--- config.mk ---
export PLATFORM = sky130hd
export DESIGN_NAME = pse_cmd_regs
export DESIGN_NICKNAME = d
export VERILOG_FILES = /design/src/rtl/pse_pkg.sv /design/src/rtl/pse_pin_sync.sv /design/src/rtl/pse_cmd_regs.sv
export SDC_FILE = /design/constraint.sdc
export NUM_CORES = 1
export LEC_CHECK = 0
export BUFFER_PORTS_ARGS = -buffer_cell sky130_fd_sc_hd__buf_2
export CAP_MARGIN = 20
export CELL_PAD_IN_SITES_DETAIL_PLACEMENT = 1
export CELL_PAD_IN_SITES_GLOBAL_PLACEMENT = 1
export CORE_MARGIN = 3
export CORE_UTILIZATION = 41
export DETAILED_ROUTE_END_ITERATION = 12
export HOLD_SLACK_MARGIN = 0.12
export PLACE_DENSITY = 0.84
export SYNTH_ARGS = -nofsm -noshare
export SYNTH_HDL_FRONTEND = slang
export SYNTH_SLANG_ARGS = --single-unit
--- constraint.sdc ---
create_clock -name i_clock -period 2.55 [get_ports i_clock]
set_clock_uncertainty 0.05 [all_clocks]
set_input_delay 0 -clock i_clock [delete_from_list [all_inputs] [get_ports i_clock]]
set_output_delay 0 -clock i_clock [all_outputs]
set_load 0.1 [all_outputs]
--- src/rtl/pse_pkg.sv ---
// Shared constants and types for the port command register bank
package pse_pkg;
    localparam int NUM_PORTS = 4;
    localparam logic [7:0] ADDR_RESTART = 8'h18;
    localparam logic [7:0] ADDR_POWER = 8'h19;
    localparam logic [7:0] ADDR_RESET = 8'h1A;
    localparam logic [7:0] ADDR_LEGACY = 8'h20;
    localparam logic [7:0] ADDR_SECOND_CLASS = 8'h21;
    localparam logic [7:0] LEGACY_RESET = 8'h00;
    localparam logic [7:0] SECOND_CLASS_RESET = 8'h00;
    // Field positions
    localparam int HI_NIBBLE = 4;
    localparam int BIT_CLEAR_ALL = 7;
    localparam int BIT_RELEASE_PIN = 6;
    localparam int BIT_RESET_ALL = 4;
    localparam int FIELD_W = 2;
    localparam logic [1:0] FIELD_OFF = 2'h0;
    localparam logic [1:0] FIELD_RESERVED_SECOND = 2'h2;
    localparam logic [7:0] READ_ZERO = 8'h00;
    localparam logic [3:0] PORTS_NONE = 4'h0;
    // Host spacing after restart/off/reset before enable write
    localparam real HOST_GAP_MS = 1.2;
    localparam int CLOCK_MHZ = 100;
    localparam int HOST_GAP_CYCLES = int'(HOST_GAP_MS * 1000.0) * CLOCK_MHZ;

    typedef enum logic [1:0] {
        PSE_MODE_OFF,
        PSE_MODE_MANUAL,
        PSE_MODE_SEMI_AUTO,
        PSE_MODE_AUTO
    } pse_mode_t;

    typedef struct packed {
        logic [3:0] detect_cycle;
        logic [3:0] class_cycle;
        logic [3:0] set_detect_en;
        logic [3:0] set_class_en;
        logic [3:0] power_on;
        logic [3:0] power_off;
        logic [3:0] port_reset;
        logic [3:0] power_change_set;
        logic [3:0] second_class_arm;
    } pse_port_cmd_t;

    typedef struct packed {
        logic clear_all_interrupts;
        logic release_alert_pin;
        logic reset_all;
    } pse_global_cmd_t;
endpackage : pse_pkg

--- src/rtl/pse_pin_sync.sv ---
// Three-stage pin synchroniser with agreement filter
`timescale 1ns/1ps
module pse_pin_sync (
    input wire logic i_clock,
    input wire logic i_srst,
    input wire logic i_clock_en,
    input wire logic i_pin,
    output logic o_level
);
    logic stage1;
    logic stage2;
    logic stage3;

    always_ff @(posedge i_clock) begin
        if (i_srst) begin
            stage1 <= 1'b0;
            stage2 <= 1'b0;
            stage3 <= 1'b0;
            o_level <= 1'b0;
        end else if (i_clock_en) begin
            stage1 <= i_pin;
            stage2 <= stage1;
            stage3 <= stage2;
            if (stage2 == stage3) begin
                o_level <= stage3;
            end
        end
    end
endmodule : pse_pin_sync

--- src/rtl/pse_cmd_regs.sv ---
// Command and configuration register bank for a four-port power controller
`timescale 1ns/1ps
module pse_cmd_regs (
    input wire logic i_clock,
    input wire logic i_srst,
    input wire logic i_clock_en,
    input wire logic i_wr_valid,
    input wire logic [7:0] i_wr_addr,
    input wire logic [7:0] i_wr_data,
    input wire logic [7:0] i_rd_addr,
    input wire pse_pkg::pse_mode_t i_mode,
    input wire logic [3:0] i_port_powered,
    input wire logic [3:0] i_cooldown,
    input wire logic [3:0] i_legacy_found,
    input wire logic [3:0] i_class_enable_set,
    input wire logic i_fast_port_off_pin,
    output pse_pkg::pse_port_cmd_t o_port_cmd,
    output pse_pkg::pse_global_cmd_t o_global_cmd,
    output logic [3:0] o_clear_resistance,
    output logic [3:0] o_cancel_cooldown,
    output logic [3:0] o_repeat_allowed,
    output logic [3:0] o_hold_auto_power,
    output logic [7:0] o_legacy_detect_mode,
    output logic [7:0] o_second_class_event_ctrl,
    output logic [7:0] o_rd_data
);
    localparam int N = pse_pkg::NUM_PORTS;
    localparam int HI = pse_pkg::HI_NIBBLE;

    // Port count is fixed by the register layout
    if (N != 4) begin : g_bad_port_count
        $error("pse_cmd_regs serves exactly four ports");
    end

    // Per-port 2-bit field select
    function automatic logic [1:0] field_of(input logic [7:0] regv, input int port);
        field_of = regv[port*pse_pkg::FIELD_W +: pse_pkg::FIELD_W];
    endfunction : field_of

    logic shutdown;
    logic [7:0] legacy_detect_mode;
    logic [7:0] second_class_event_ctrl;
    logic [3:0] pend_detect;
    logic [3:0] pend_class;
    logic [3:0] hold_auto_power;

    pse_pin_sync u_shutdown_sync (
        .i_clock(i_clock),
        .i_srst(i_srst),
        .i_clock_en(i_clock_en),
        .i_pin(i_fast_port_off_pin),
        .o_level(shutdown)
    );

    // Address decode
    wire wr_restart = i_wr_valid && (i_wr_addr == pse_pkg::ADDR_RESTART);
    wire wr_power = i_wr_valid && (i_wr_addr == pse_pkg::ADDR_POWER);
    wire wr_reset = i_wr_valid && (i_wr_addr == pse_pkg::ADDR_RESET);
    wire wr_legacy = i_wr_valid && (i_wr_addr == pse_pkg::ADDR_LEGACY);
    wire wr_second = i_wr_valid && (i_wr_addr == pse_pkg::ADDR_SECOND_CLASS);

    wire is_manual = (i_mode == pse_pkg::PSE_MODE_MANUAL);
    wire is_auto = (i_mode == pse_pkg::PSE_MODE_SEMI_AUTO) ||
                   (i_mode == pse_pkg::PSE_MODE_AUTO);
    wire is_off_mode = (i_mode == pse_pkg::PSE_MODE_OFF);

    wire [3:0] req_detect = wr_restart ? i_wr_data[HI-1:0] : pse_pkg::PORTS_NONE;
    wire [3:0] req_class = wr_restart ? i_wr_data[2*HI-1:HI] : pse_pkg::PORTS_NONE;
    wire [3:0] req_port_reset = wr_reset ? i_wr_data[HI-1:0] : pse_pkg::PORTS_NONE;
    wire req_clear_all = wr_reset && i_wr_data[pse_pkg::BIT_CLEAR_ALL];
    wire req_release = wr_reset && i_wr_data[pse_pkg::BIT_RELEASE_PIN];
    wire req_reset_all = wr_reset && i_wr_data[pse_pkg::BIT_RESET_ALL];

    // Power forcing gated by off mode and the pin
    wire power_allowed = !is_off_mode && !shutdown;
    wire [3:0] raw_on = wr_power ? i_wr_data[HI-1:0] : pse_pkg::PORTS_NONE;
    wire [3:0] raw_off = wr_power ? i_wr_data[2*HI-1:HI] : pse_pkg::PORTS_NONE;
    wire [3:0] eff_off = power_allowed ? raw_off : pse_pkg::PORTS_NONE;
    wire [3:0] on_no_conflict = raw_on & ~raw_off;
    // Cool-down blocks power-on outside manual mode
    wire [3:0] on_cool_ok = is_manual ? on_no_conflict : (on_no_conflict & ~i_cooldown);
    wire [3:0] eff_on = power_allowed ? on_cool_ok : pse_pkg::PORTS_NONE;

    // Deferral while cooling; port reset lifts the lockout
    wire [3:0] cool_eff = i_cooldown & ~req_port_reset;
    wire [3:0] all_detect = req_detect | pend_detect;
    wire [3:0] all_class = req_class | pend_class;
    wire [3:0] go_detect = all_detect & ~cool_eff;
    wire [3:0] go_class = all_class & ~cool_eff;
    wire [3:0] next_pend_detect = all_detect & cool_eff;
    wire [3:0] next_pend_class = all_class & cool_eff;

    // Manual runs a cycle, auto modes set enables
    wire [3:0] run_detect = is_manual ? go_detect : pse_pkg::PORTS_NONE;
    wire [3:0] run_class = is_manual ? go_class : pse_pkg::PORTS_NONE;
    wire [3:0] set_det_en = is_auto ? go_detect : pse_pkg::PORTS_NONE;
    wire [3:0] set_cls_en = is_auto ? go_class : pse_pkg::PORTS_NONE;

    // Change flags only for a port that was powered
    wire [3:0] off_any = eff_off | req_port_reset;
    wire [3:0] change_set = off_any & i_port_powered;

    // Second class arming per port field and mode
    logic [3:0] field_armed;
    always_comb begin
        for (int p = 0; p < N; p++) begin
            field_armed[p] = (field_of(second_class_event_ctrl, p) != pse_pkg::FIELD_OFF) &&
                (field_of(second_class_event_ctrl, p) != pse_pkg::FIELD_RESERVED_SECOND);
        end
    end
    wire [3:0] class_trigger = is_manual ? (run_class | i_class_enable_set) :
                               is_auto ? (eff_on | i_class_enable_set) : pse_pkg::PORTS_NONE;
    wire [3:0] arm_second = class_trigger & field_armed;

    // Legacy port held off until host power-on, power-off or port reset
    wire [3:0] next_hold = is_auto ? ((hold_auto_power | i_legacy_found) & ~eff_on & ~off_any)
                                   : pse_pkg::PORTS_NONE;

    // Repetition allowed in auto modes while unpowered, not cooling and not held for legacy
    wire [3:0] next_repeat = is_auto ? (~i_port_powered & ~i_cooldown & ~hold_auto_power)
                                     : pse_pkg::PORTS_NONE;

    // Read mux; command registers are write-only
    wire [7:0] next_rd_data =
        (i_rd_addr == pse_pkg::ADDR_LEGACY) ? legacy_detect_mode :
        (i_rd_addr == pse_pkg::ADDR_SECOND_CLASS) ? second_class_event_ctrl :
        pse_pkg::READ_ZERO;

    wire soft_reset = i_srst || (i_clock_en && req_reset_all);

    // Legacy and second class field storage, zero at reset
    always_ff @(posedge i_clock) begin
        if (soft_reset) begin
            legacy_detect_mode <= pse_pkg::LEGACY_RESET;
            second_class_event_ctrl <= pse_pkg::SECOND_CLASS_RESET;
        end else if (i_clock_en) begin
            if (wr_legacy) begin
                legacy_detect_mode <= i_wr_data;
            end
            if (wr_second) begin
                second_class_event_ctrl <= i_wr_data;
            end
        end
    end

    always_ff @(posedge i_clock) begin
        if (soft_reset) begin
            pend_detect <= pse_pkg::PORTS_NONE;
            pend_class <= pse_pkg::PORTS_NONE;
            hold_auto_power <= pse_pkg::PORTS_NONE;
        end else if (i_clock_en) begin
            pend_detect <= next_pend_detect;
            pend_class <= next_pend_class;
            hold_auto_power <= next_hold;
        end
    end

    always_ff @(posedge i_clock) begin
        if (i_srst) begin
            o_port_cmd <= '0;
            o_clear_resistance <= pse_pkg::PORTS_NONE;
            o_cancel_cooldown <= pse_pkg::PORTS_NONE;
        end else if (i_clock_en) begin
            o_port_cmd.detect_cycle <= run_detect;
            o_port_cmd.class_cycle <= run_class;
            o_port_cmd.set_detect_en <= set_det_en;
            o_port_cmd.set_class_en <= set_cls_en;
            o_port_cmd.power_on <= eff_on & ~req_port_reset;
            o_port_cmd.power_off <= eff_off;
            o_clear_resistance <= eff_off;
            // Port reset in any mode, lifts cool-down
            o_port_cmd.port_reset <= req_port_reset;
            o_cancel_cooldown <= req_port_reset;
            o_port_cmd.power_change_set <= change_set;
            o_port_cmd.second_class_arm <= arm_second;
        end
    end

    always_ff @(posedge i_clock) begin
        if (i_srst) begin
            o_global_cmd <= '0;
        end else if (i_clock_en) begin
            o_global_cmd.clear_all_interrupts <= req_clear_all;
            o_global_cmd.release_alert_pin <= req_release;
            o_global_cmd.reset_all <= req_reset_all;
        end
    end

    always_ff @(posedge i_clock) begin
        if (i_srst) begin
            o_repeat_allowed <= pse_pkg::PORTS_NONE;
            o_hold_auto_power <= pse_pkg::PORTS_NONE;
            o_legacy_detect_mode <= pse_pkg::LEGACY_RESET;
            o_second_class_event_ctrl <= pse_pkg::SECOND_CLASS_RESET;
            o_rd_data <= pse_pkg::READ_ZERO;
        end else if (i_clock_en) begin
            o_repeat_allowed <= next_repeat;
            o_hold_auto_power <= next_hold;
            o_legacy_detect_mode <= legacy_detect_mode;
            o_second_class_event_ctrl <= second_class_event_ctrl;
            o_rd_data <= next_rd_data;
        end
    end
endmodule : pse_cmd_regs

==> results of run 1 <==
==> path summary, 6_finish.rpt <==
check                                      endpoint  slack (ps)  depth (start not counted)
worst max register to register        o_port_cmd[1]         800                          5
worst min-delay path            o_repeat_allowed[0]         130                          5
worst min register to register       o_port_cmd[19]         420                          2
worst max-delay path                  o_port_cmd[1]         240                          8
==> cell families after synthesis <==
logic type,Yosys count,synth area share [%]
muxes,43,9.85
DFF,103,46.1
and+or+nand+nor,176,20.8
buffers and inverters,48,5.32
AOI/OAI and AO/OA,119,18.0
==> cell type report <==
| cell class | count | area [sq um] |
|---|---|---|
| Clock buffer | 12 | 145 |
| Clock inverter | 4 | 28.8 |
| Fill cell | 1259 | 4840 |
| Inverter | 6 | 22.5 |
| Multi-Input combinational cell | 338 | 2170 |
| Sequential cell | 103 | 2060 |
| Tap cell | 136 | 170 |
| Timing Repair Buffer | 168 | 1020 |
==> Yosys cell counts, drive strengths merged, types with 2 or more instances <==
cell / count / area [sq um]
a211oi: 5 / 37.5
a21o: 2 / 15.0
a21oi: 45 / 225
a22o: 7 / 61.3
a22oi: 11 / 82.6
a31o: 2 / 17.5
a31oi: 5 / 31.3
a32o: 8 / 80.1
and2: 6 / 37.5
and3: 3 / 18.8
and4: 2 / 17.5
buf: 19 / 129
clkbuf: 23 / 86.3
dfxtp: 103 / 2060
inv: 5 / 18.8
mux2: 8 / 90.1
mux2i: 35 / 350
nand2: 42 / 158
nand2b: 12 / 75.1
nand3: 6 / 30.0
nand4: 13 / 81.3
nor2: 59 / 221
nor2b: 2 / 12.5
nor3: 6 / 30.0
nor3b: 2 / 15.0
nor4: 11 / 90.1
nor4b: 3 / 47.5
nor4bb: 2 / 20.0
o2111ai: 4 / 35.0
o211ai: 6 / 45.0
o21a: 3 / 22.5
o21ai: 10 / 50.1
o31ai: 4 / 35.0
or4bb: 4 / 45.0
==> metrics by stage <==
step	util (%)	cell area (sq um)	cells	hold slack, ps
global route	53.8	5620	767	149
floorplan	-	4470	489	81.5
finish	53.8	5620	767	127
detailed placement	49.2	5150	721	199
CTS	53.8	5620	767	121
global placement	49.2	5150	721	191
==> layer usage <==
metal | vias up | track usage [%] | routed length, microns
met2 | 189 | 41.5 | 7320
met5 | - | 0 | 0
li1 | 2049 | - | -
met3 | 28 | 5.15 | 1060
met1 | 2142 | 31.4 | 6610
met4 | 0 | 7.55 | 274
==> state kept, by name, indices dropped and copies added, names as in the netlist <==
name / cells
o_hold_auto_power: 4
u_shutdown_sync.o_level: 1
pend_class: 4
pend_detect: 4
second_class_event_ctrl: 8
u_shutdown_sync.stage2: 1
o_rd_data: 8
o_cancel_cooldown: 4
hold_auto_power: 4
u_shutdown_sync.stage1: 1
o_repeat_allowed: 4
u_shutdown_sync.stage3: 1
o_global_cmd: 3
o_second_class_event_ctrl: 8
o_legacy_detect_mode: 8
o_port_cmd: 28
o_clear_resistance: 4
legacy_detect_mode: 8
==> power groups by stage <==
stage / sequential, mW / clock, mW / combinational, mW
2_1_floorplan: 1.69 / 0 / 0.126
3_3_place_gp: 1.66 / 0 / 0.265
3_5_place_dp: 1.66 / 0 / 0.271
4_1_cts: 1.62 / 0.975 / 0.302
5_1_grt: 1.62 / 1.03 / 0.326
6_report: 1.62 / 0.961 / 0.307
==> worst min-delay path, stage by stage <==
cell and delay [ps]:
buf_2 190, nand2b_1 110, nor4_1 50, a21oi_1 110, nor2_1 40
==> what timing repair did <==
action	in CTS	in global routing
setup buffers	0	0
endpoints found under the hold margin	72	0
hold buffers	30	0
==> qor.log, run 1 <==
INFO  routing        route.final.wire_length=15.3mm
INFO  clocking       cts_root_buf=clkbuf_8
INFO  flow_run       cap_violations=0
INFO  routing        num_vias=4408
INFO  floorplan      fp.dieArea=12200squm
INFO  clocking       cts_sinks=103
INFO  critical_path  cpLargestDelayFamily=buffers and inverters
INFO  routing        first_pass_drt_iterations=4
INFO  critical_path  rr_startpoint=second_class_event_ctrl[2]
INFO  pwr            p_int=2.10mW
INFO  routing        viasPerCell=5.75
INFO  floorplan      start_util=42.7%
INFO  min_path       worstHoldStart=i_mode[1]
INFO  sta            worst-slew-pin-transition=694ps
INFO  min_path       hold_class=primary input to flip-flop
INFO  sta            clock.fmax=433MHz
INFO  critical_path  path_cells=dlygate4sd3_1 -> buf_2 -> buf_4 -> nor2_1 -> buf_4 -> a22oi_1 -> o311ai_1 -> dlygate4sd3_1
INFO  routing        drt-initial-drc-count=297
INFO  logic_synthesis synth_edf_count=0
INFO  outcome        outcome=finished, final reports clean
INFO  pwr            worst_ir_drop_vdd=0.266mV
INFO  logic_synthesis netlist_area=4470squm
INFO  global_routing grt_pass1_wl=24.4mm
INFO  floorplan      num_rows=37
INFO  clocking       tritoncts.num_buffers=9
INFO  critical_path  worstSetupPathType=primary input to flip-flop
INFO  place          gp_routability_congestion=0.879
INFO  pwr            p_clk_share=33.2%
INFO  sta            slew_violations=0
INFO  global_routing grt_remaining_overflow=0
INFO  global_routing grt_max_degree=52
INFO  floorplan      pin_count=126
INFO  critical_path  crit_path_max_fanout=51
INFO  clocking       number_of_resized_instances_in_the_post_cts_repair_step=0
INFO  critical_path  critPathBufInv=5
INFO  critical_path  worst-endpoint-required=2770ps
INFO  routing        detail-route-antenna-nets=0
INFO  finish         final_common_cell=buf_2
INFO  pwr            netSwitchingPower=0.788mW
INFO  logic_synthesis share_of_synthesized_area_occupied_by_flip_flops_and_latches=46.1%
INFO  sta            rsz0062_at_grt=false
INFO  critical_path  worst_ep_arrival_time=2530ps
INFO  place          place_worst_setup_slack=491ps
INFO  sta            fin_crit_period=2310ps
INFO  critical_path  endpoint_kind=flip-flop
INFO  clocking       worstSkewPairLatency=380ps
INFO  clocking       h_tree_depth=3
INFO  global_routing grt.total_usage=24.6%
INFO  logic_synthesis yosysUniqueCellTypes=54
INFO  pwr            combPwrFrac=10.6%
INFO  finish         nNetsFinal=673
INFO  logic_synthesis main_synth_ff_type=dfxtp_1
INFO  critical_path  crit_path_start=i_srst
INFO  finish         syn2layout_area_growth=25.8%
INFO  finish         num_antenna_cells=0
INFO  clocking       cts_tree=yes
INFO  floorplan      floorplan.die.height=110microns
INFO  pwr            leakage=2.46nW
INFO  pwr            switching_share=27.3%
INFO  clocking       cts.reportedPaths.clkPinSlew=100ps
INFO  pwr            power_per_cell_area=514nW/um^2
INFO  sta            setup_viol=0
INFO  sta            min_period_over_period=90.6%
INFO  finish         mostFrequentLayoutCells=buf_2 (125), dfxtp_1 (103), nor2_1 (59), a21oi_1 (45), nand2_1 (42)
INFO  logic_synthesis async_flop_share=0%
INFO  floorplan      die_x=110microns
INFO  clocking       cts-root-to-sink-buffers=2
INFO  sta            fin_tns_setup=0ps
INFO  logic_synthesis yosysWarningCount=0
INFO  place          place.port_buffers=125
INFO  critical_path  critical-path-max-stage-delay=570ps
INFO  pwr            power_frac_seq=56.1%
INFO  critical_path  timing.critical_path.slowest_stage_cell=dlygate4sd3_1
INFO  sta            worst_slew_margin_rel=53.3%
INFO  routing        drc=0
INFO  logic_synthesis synth_area_per_cell=9.14squm
INFO  routing        post_drt_wl_per_cell=19.9microns
INFO  global_routing grt_pass1_vias=4507
INFO  sta            hold_viol=0
INFO  logic_synthesis ys_seq_elements=103
INFO  place          detailedPlacementHpwl=10.9mm
INFO  floorplan      design.core.area=10500squm
INFO  critical_path  start_kind=primary input
INFO  global_routing grt_antenna_before_repair=0
INFO  sta            setup_slack=241ps
INFO  finish         layout-drive-gt1-share=26.5%
INFO  logic_synthesis synthesis.nets=536
INFO  logic_synthesis netlist_instances=489
INFO  pwr            p_total=2.89mW
No activity file was read; power rests on OpenSTA's default activity.
==> run 2: changes to the inputs <==
CORE_UTILIZATION = 39   (was 41)
PLACE_DENSITY = 0.8   (was 0.84)
clock period = 2.4 ns   (was 2.55 ns; I/O delays follow)
==> run 2 against run 1 <==
Effect of this change:
- die area rose by 4.8%
- global-route usage rose by 0.42 points
- register-to-register slack got worse by 140 ps
- largest power group unchanged
- first-iteration DRC count rose by 16%
- worst setup slack got worse by 45 ps
- sequential power rose by 6%
- hold slack improved by 8.1 ps
==> qor.log, run 2 (synthesis results as in run 1) <==
INFO  finish         fill_cells=1324
INFO  clocking       cts_root_buf=clkbuf_16
INFO  global_routing grt_pass1_wl=25.2mm
INFO  routing        viasPerCell=5.76
INFO  sta            setup_slack=196ps
INFO  pwr            leakage=2.53nW
INFO  critical_path  critPathBufInv=4
INFO  sta            fin_tns_setup=0ps
INFO  global_routing grt_antenna_before_repair=1
INFO  place          dpl-instance-area=5170squm
INFO  sta            clock.fmax=454MHz
INFO  routing        detail-route-antenna-nets=0
INFO  outcome        outcome=finished, final reports clean
INFO  critical_path  endpoint_kind=flip-flop
INFO  sta            worst-slew-pin-transition=718ps
INFO  global_routing grt_pass1_vias=4604
INFO  sta            setup_viol=0
INFO  min_path       worstHoldStart=i_legacy_found[3]
INFO  sta            fin_crit_period=2200ps
INFO  clocking       cts.repair_timing.setup_buffer_count=0
INFO  finish         final_common_cell=buf_2
INFO  floorplan      floorplan.die.height=113microns
INFO  critical_path  timing.critical_path.slowest_stage_cell=dlygate4sd3_1
INFO  clocking       cts_tree=yes
INFO  min_path       hold_class=primary input to flip-flop
INFO  sta            rsz0062_at_grt=false
INFO  place          place.port_buffers=125
INFO  critical_path  worst-endpoint-required=2650ps
INFO  critical_path  critical-path-top-cell-by-count=dlygate4sd3_1
INFO  finish         multiInputGateArea=2180squm
INFO  sta            worst_slew_margin_rel=51.9%
INFO  sta            hold_viol=0
INFO  floorplan      design.core.area=11000squm
INFO  critical_path  cpLargestDelayFamily=buffers and inverters
INFO  min_path       worstHoldEndpoint=o_hold_auto_power[3]
INFO  finish         nNetsFinal=674
INFO  routing        post_drt_wl_per_cell=20.7microns
INFO  min_path       timing.hold.worst_path_depth=4
INFO  critical_path  crit_path_max_fanout=18
INFO  critical_path  worst-r2r-setup-slack=660ps
INFO  floorplan      num_rows=38
INFO  floorplan      fp.dieArea=12800squm
INFO  sta            slew_violations=0
INFO  clocking       h_tree_depth=3
INFO  finish         post-route-cell-area=5800squm
INFO  finish         layout-drive-gt1-share=27.2%
INFO  floorplan      start_util=40.5%
INFO  finish         largest_register_by_flop_count=o_port_cmd
INFO  critical_path  r2r-end=o_port_cmd[3]
INFO  critical_path  start_kind=primary input
INFO  finish         final-seq-area=2060squm
INFO  floorplan      die_x=113microns
INFO  pwr            worst_ir_drop_vdd=0.309mV
INFO  critical_path  path_cells=dlygate4sd3_1 -> buf_2 -> buf_6 -> nand2b_1 -> nor2_2 -> nand2_1 -> o311ai_1 -> dlygate4sd3_1
INFO  global_routing grt.total_usage=25.0%
INFO  critical_path  worst_reg_to_reg_path_cell_count=5
INFO  sta            hold-worst-slack=135ps
INFO  sta            min_period_over_period=91.8%
INFO  critical_path  worstSetupPathType=primary input to flip-flop
INFO  finish         mostFrequentLayoutCells=buf_2 (125), dfxtp_1 (103), nor2_1 (57), a21oi_1 (45), nand2_1 (42)
INFO  routing        route.final.wire_length=16.0mm
INFO  critical_path  critical-path-max-stage-delay=580ps
INFO  place          gp_routability_congestion=0.867
INFO  finish         num_antenna_cells=0
INFO  floorplan      pin_count=126
INFO  global_routing grt_max_degree=44
INFO  finish         syn2layout_area_growth=29.7%
INFO  routing        drt-initial-drc-count=344
INFO  flow_run       cap_violations=0
INFO  routing        first_pass_drt_iterations=4
INFO  critical_path  worst_ep_arrival_time=2450ps
INFO  finish         largest_register_ff_count=28
INFO  routing        num_vias=4443
INFO  clocking       cts_sinks=103
INFO  place          place_worst_setup_slack=383ps
INFO  place          detailedPlacementHpwl=11.3mm
INFO  routing        drc=0
INFO  critical_path  rr_startpoint=u_shutdown_sync.o_level
INFO  clocking       worstSkewPairLatency=350ps
INFO  clocking       cts.reportedPaths.clkPinSlew=70ps
INFO  pwr            power_per_cell_area=628nW/um^2
INFO  clocking       tritoncts.num_buffers=9
INFO  clocking       cts-root-to-sink-buffers=2
INFO  global_routing grt_remaining_overflow=0
INFO  finish         final_core_utilization=52.6%
-- run 2: changes by cell type in the layout (fill, tap and decap cells not counted) --
cell / previous run / this run
clkbuf_1: 2 / 1
bufinv_16: 0 / 2
nor4b_2: 1 / 2
nor2_2: 0 / 2
nor2_1: 59 / 57
clkbuf_8: 10 / 0
inv_6: 1 / 2
nor4b_1: 1 / 0
clkbuf_16: 0 / 9
buf_6: 0 / 1
clkinv_2: 1 / 0
-- run 2: metal layers --
layer | vias to the layer above | part of all wire [%] | global-route usage [%] | routed length, microns
met5 | - | 0.081 | 0 | 13
met1 | 2181 | 42 | 31.2 | 6690
met4 | 2 | 2.7 | 9.94 | 436
li1 | 2056 | - | - | -
met2 | 166 | 50 | 43.1 | 7960
met3 | 38 | 5.6 | 3.96 | 894
-- run 2: report_power, final --
part           switching [mW]  internal, mW
clock                   0.669         0.922
combinational           0.217         0.108
sequential            0.00637          1.72
total                   0.893          2.75
-- run 2: what timing repair did --
action                                 4_1_cts  5_1_grt
setup endpoints to repair                    0        3
endpoints found under the hold margin       73        0
resized for setup                            0        3
hold buffers                                30        0
-- run 2: stage by stage --
stage / instances / power (mW)
2_1_floorplan: 489 / 1.93
3_3_place_gp: 726 / 2.04
3_5_place_dp: 726 / 2.05
4_1_cts: 772 / 3.66
5_1_grt: 772 / 3.76
6_report: 772 / 3.64
-- run 2: area by class of cell --
cell class,instances,share of cell area [%]
Clock inverter,6,1.60
Multi-Input combinational cell,338,37.6
Tap cell,140,3.02
Inverter,6,0.388
Clock buffer,10,3.95
Timing Repair Buffer,169,17.8
Sequential cell,103,35.6
-- run 2: how the worst max path moves through the flow --
stage	startpoint	to	cells past startpoint	slack, ps
final	i_clock_en	o_port_cmd[1]	8	200
after CTS	i_srst	o_port_cmd[0]	7	40
after global placement	i_wr_addr[2]	o_hold_auto_power[3]	6	380
after floorplan	i_wr_addr[2]	o_hold_auto_power[1]	5	750
after detailed placement	i_wr_addr[2]	hold_auto_power[3]	6	380
after global routing	i_clock_en	o_port_cmd[1]	8	40
-- run 2: tightest hold or removal path, delay by kind of cell --
kind	cells	cell delay, ps
buffers and inverters	1	80
AO/OA/AOI/OAI	3	420
==> run 3: changes to the inputs <==
ABC_AREA = 1   (was unset)
CAP_MARGIN = unset   (was 20)
CORE_UTILIZATION = 37   (was 39)
==> run 3 against run 2 <==
Effect of this change:
- count of clock-buffer cells in the layout grew 1
- global-route usage shrank 2.0 points
- routed wire length shrank 4.9%
- largest power group unchanged
- synthesized cell count grew 25%
- critical path depth is the same
- sequential share of layout area grew 0.49 points
==> qor.log, run 3 <==
INFO  sta            worst_slew_margin_rel=59.2%
INFO  routing        post_drt_wl_per_cell=17.0microns
INFO  logic_synthesis share_of_synthesized_area_occupied_by_flip_flops_and_latches=46.0%
INFO  finish         nNetsFinal=792
INFO  floorplan      start_util=38.6%
INFO  floorplan      floorplan.die.height=116microns
INFO  sta            setup_viol=0
INFO  pwr            netSwitchingPower=1.21mW
INFO  logic_synthesis synthesis.nets=658
INFO  logic_synthesis largest_area_contributor_in_the_synthesized_netlist=dfxtp_1
INFO  pwr            power_per_cell_area=705nW/um^2
INFO  critical_path  endpoint_kind=flip-flop
INFO  clocking       postCtsHoldBufs=25
INFO  sta            worst-slew-pin-transition=612ps
INFO  finish         final_common_cell=nand2_1
INFO  critical_path  crit_path_max_fanout=8
INFO  pwr            p_int=2.83mW
INFO  clocking       number_of_resized_instances_in_the_post_cts_repair_step=0
INFO  pwr            combPwrFrac=16.1%
INFO  clocking       cts_sinks=103
INFO  logic_synthesis synth_edf_count=0
INFO  finish         largest_register_ff_count=28
INFO  floorplan      pin_count=126
INFO  sta            hold_viol=0
INFO  min_path       hold_class=primary input to flip-flop
INFO  place          gp_routability_congestion=0.872
INFO  pwr            switching_share=29.9%
INFO  global_routing grt_antenna_before_repair=0
INFO  place          place.port_buffers=125
INFO  critical_path  worst-endpoint-required=2640ps
INFO  global_routing grt.total_usage=23.0%
INFO  logic_synthesis synth.most_common_cell=nand2_1
INFO  finish         syn2layout_area_growth=27.7%
INFO  sta            fin_tns_setup=0ps
INFO  sta            clock.fmax=526MHz
INFO  pwr            worst_ir_drop_vdd=0.275mV
INFO  place          detailedPlacementHpwl=11.5mm
INFO  finish         layout-drive-gt1-share=24.5%
INFO  clocking       worstSkewPairLatency=350ps
INFO  clocking       tritoncts.num_buffers=9
INFO  routing        route.final.wire_length=15.2mm
INFO  routing        first_pass_drt_iterations=4
INFO  pwr            p_clk_share=40.0%
INFO  outcome        outcome=finished, final reports clean
INFO  logic_synthesis yosysWarningCount=0
INFO  clocking       cts-root-to-sink-buffers=2
INFO  sta            slew_violations=0
INFO  floorplan      num_rows=39
INFO  sta            fin_crit_period=1900ps
INFO  critical_path  start_kind=flip-flop
INFO  routing        num_vias=4524
INFO  logic_synthesis ys_top_cells_by_area=dfxtp_1 (46%), nand2_1 (12%), a21oi_1 (7.7%), o21ai_0 (5.9%), inv_1 (5.7%)
INFO  clocking       cts_tree=yes
INFO  floorplan      design.core.area=11600squm
INFO  logic_synthesis yosysUniqueCellTypes=31
INFO  routing        drc=0
INFO  logic_synthesis synth_largest_type_area_fraction=46.0%
INFO  pwr            power_frac_seq=43.9%
INFO  clocking       cts.repair_timing.setup_buffer_count=0
INFO  routing        detail-route-antenna-nets=0
INFO  logic_synthesis ys_seq_elements=103
INFO  critical_path  worstSetupPathType=flip-flop to flip-flop
INFO  logic_synthesis netlist_instances=611
INFO  routing        drt-initial-drc-count=217
INFO  sta            hold-worst-slack=111ps
INFO  clocking       cts.reportedPaths.clkPinSlew=70ps
INFO  finish         num_antenna_cells=0
INFO  global_routing grt_pass1_vias=4695
INFO  sta            rsz0062_at_grt=false
INFO  global_routing grt_max_degree=70
INFO  finish         largest_register_by_flop_count=o_port_cmd
INFO  logic_synthesis async_flop_share=0%
INFO  floorplan      die_x=116microns
INFO  pwr            leakage=2.73nW
INFO  logic_synthesis netlist_area=4480squm
INFO  floorplan      fp.dieArea=13500squm
INFO  finish         fill_cells=1514
INFO  global_routing grt_remaining_overflow=0
INFO  clocking       cts_root_buf=clkbuf_16
INFO  logic_synthesis main_synth_ff_type=dfxtp_1
INFO  critical_path  worst_ep_arrival_time=2140ps
INFO  sta            min_period_over_period=79.2%
INFO  clocking       h_tree_depth=3
INFO  global_routing grt_pass1_wl=24.0mm
INFO  routing        viasPerCell=5.07
INFO  logic_synthesis synth_area_per_cell=7.33squm
INFO  flow_run       cap_violations=0
INFO  logic_synthesis netlist_top_cells_count=nand2_1 (139), dfxtp_1 (103), a21oi_1 (69)
INFO  finish         mostFrequentLayoutCells=nand2_1 (139), buf_2 (125), dfxtp_1 (103), a21oi_1 (69), inv_1 (68)
run 3: cell count changes in the layout (fill, tap and decap cells not counted), moves of 9 or more:
cell and change:
mux2i_1 -35, nand3_1 +31, inv_1 +63, nand4_1 -12, o21ai_0 +43, nand2_1 +97, nor4_1 -9, a21oi_1 +24
nand2b_1 -12
run 3: metal layers:
layer | vias up | share of wire, % | global-route usage (%)
met5 | - | 0 | 0
met4 | 0 | 2.1 | 7.73
met3 | 24 | 3.9 | 4.07
met2 | 100 | 52 | 41.5
met1 | 2181 | 42 | 27.5
li1 | 2219 | - | -
run 3: logic make-up after synthesis:
group / synth area share, %
DFF: 46.0
buffers and inverters: 10.2
AOI/OAI and AO/OA: 17.5
and+or+nand+nor: 26.3
run 3: through the flow:
step                worst slack (ps)  util [%]  instance area, sq um  cells  total power [mW]
floorplan                        981         -                  4480    611              2.28
CTS                              499      49.3                  5720    893              4.05
global placement                 769      44.3                  5150    852              2.42
detailed placement               667      44.3                  5150    852              2.43
finish                           498      49.3                  5720    893              4.04
global route                     397      49.3                  5720    893              4.15
run 3: final timing paths:
kind                                 from        endpoint  slack [ps]  depth (start not counted)
setup / recovery  u_shutdown_sync.o_level   o_port_cmd[1]         500                          8
setup reg to reg  u_shutdown_sync.o_level   o_port_cmd[1]         500                          8
hold reg to reg            o_port_cmd[24]  o_port_cmd[24]         420                          2
hold / removal      i_class_enable_set[3]   o_port_cmd[3]         110                          7
run 3: worst max-delay path, stage by stage, from the launching register on:
cell           delay [ps]
dfxtp_1               350
nor2_4                210
nand3_1               100
nor2_1                240
a21oi_1               110
dlygate4sd3_1         570
nand2_1                60
nand2_1                60
a21oi_2               100
run 3: power by group through the flow:
stage	Sequential, mW	Clock (mW)	Combinational, mW
floorplan	2.06	0	0.220
global placement	1.81	0	0.606
detailed placement	1.81	0	0.617
CTS	1.77	1.63	0.650
global route	1.78	1.69	0.688
finish	1.77	1.61	0.649
run 3: final cells by class:
type,instances,area (sq um),area share (%)
flip-flops and latches,103,2060,36.0
multi-input cells,402,1960,34.3
repair buffers,156,921,16.1
inverters,73,274,4.79
clock buffers,11,243,4.24
well taps,143,179,3.13
clock inverters,5,81.3,1.42
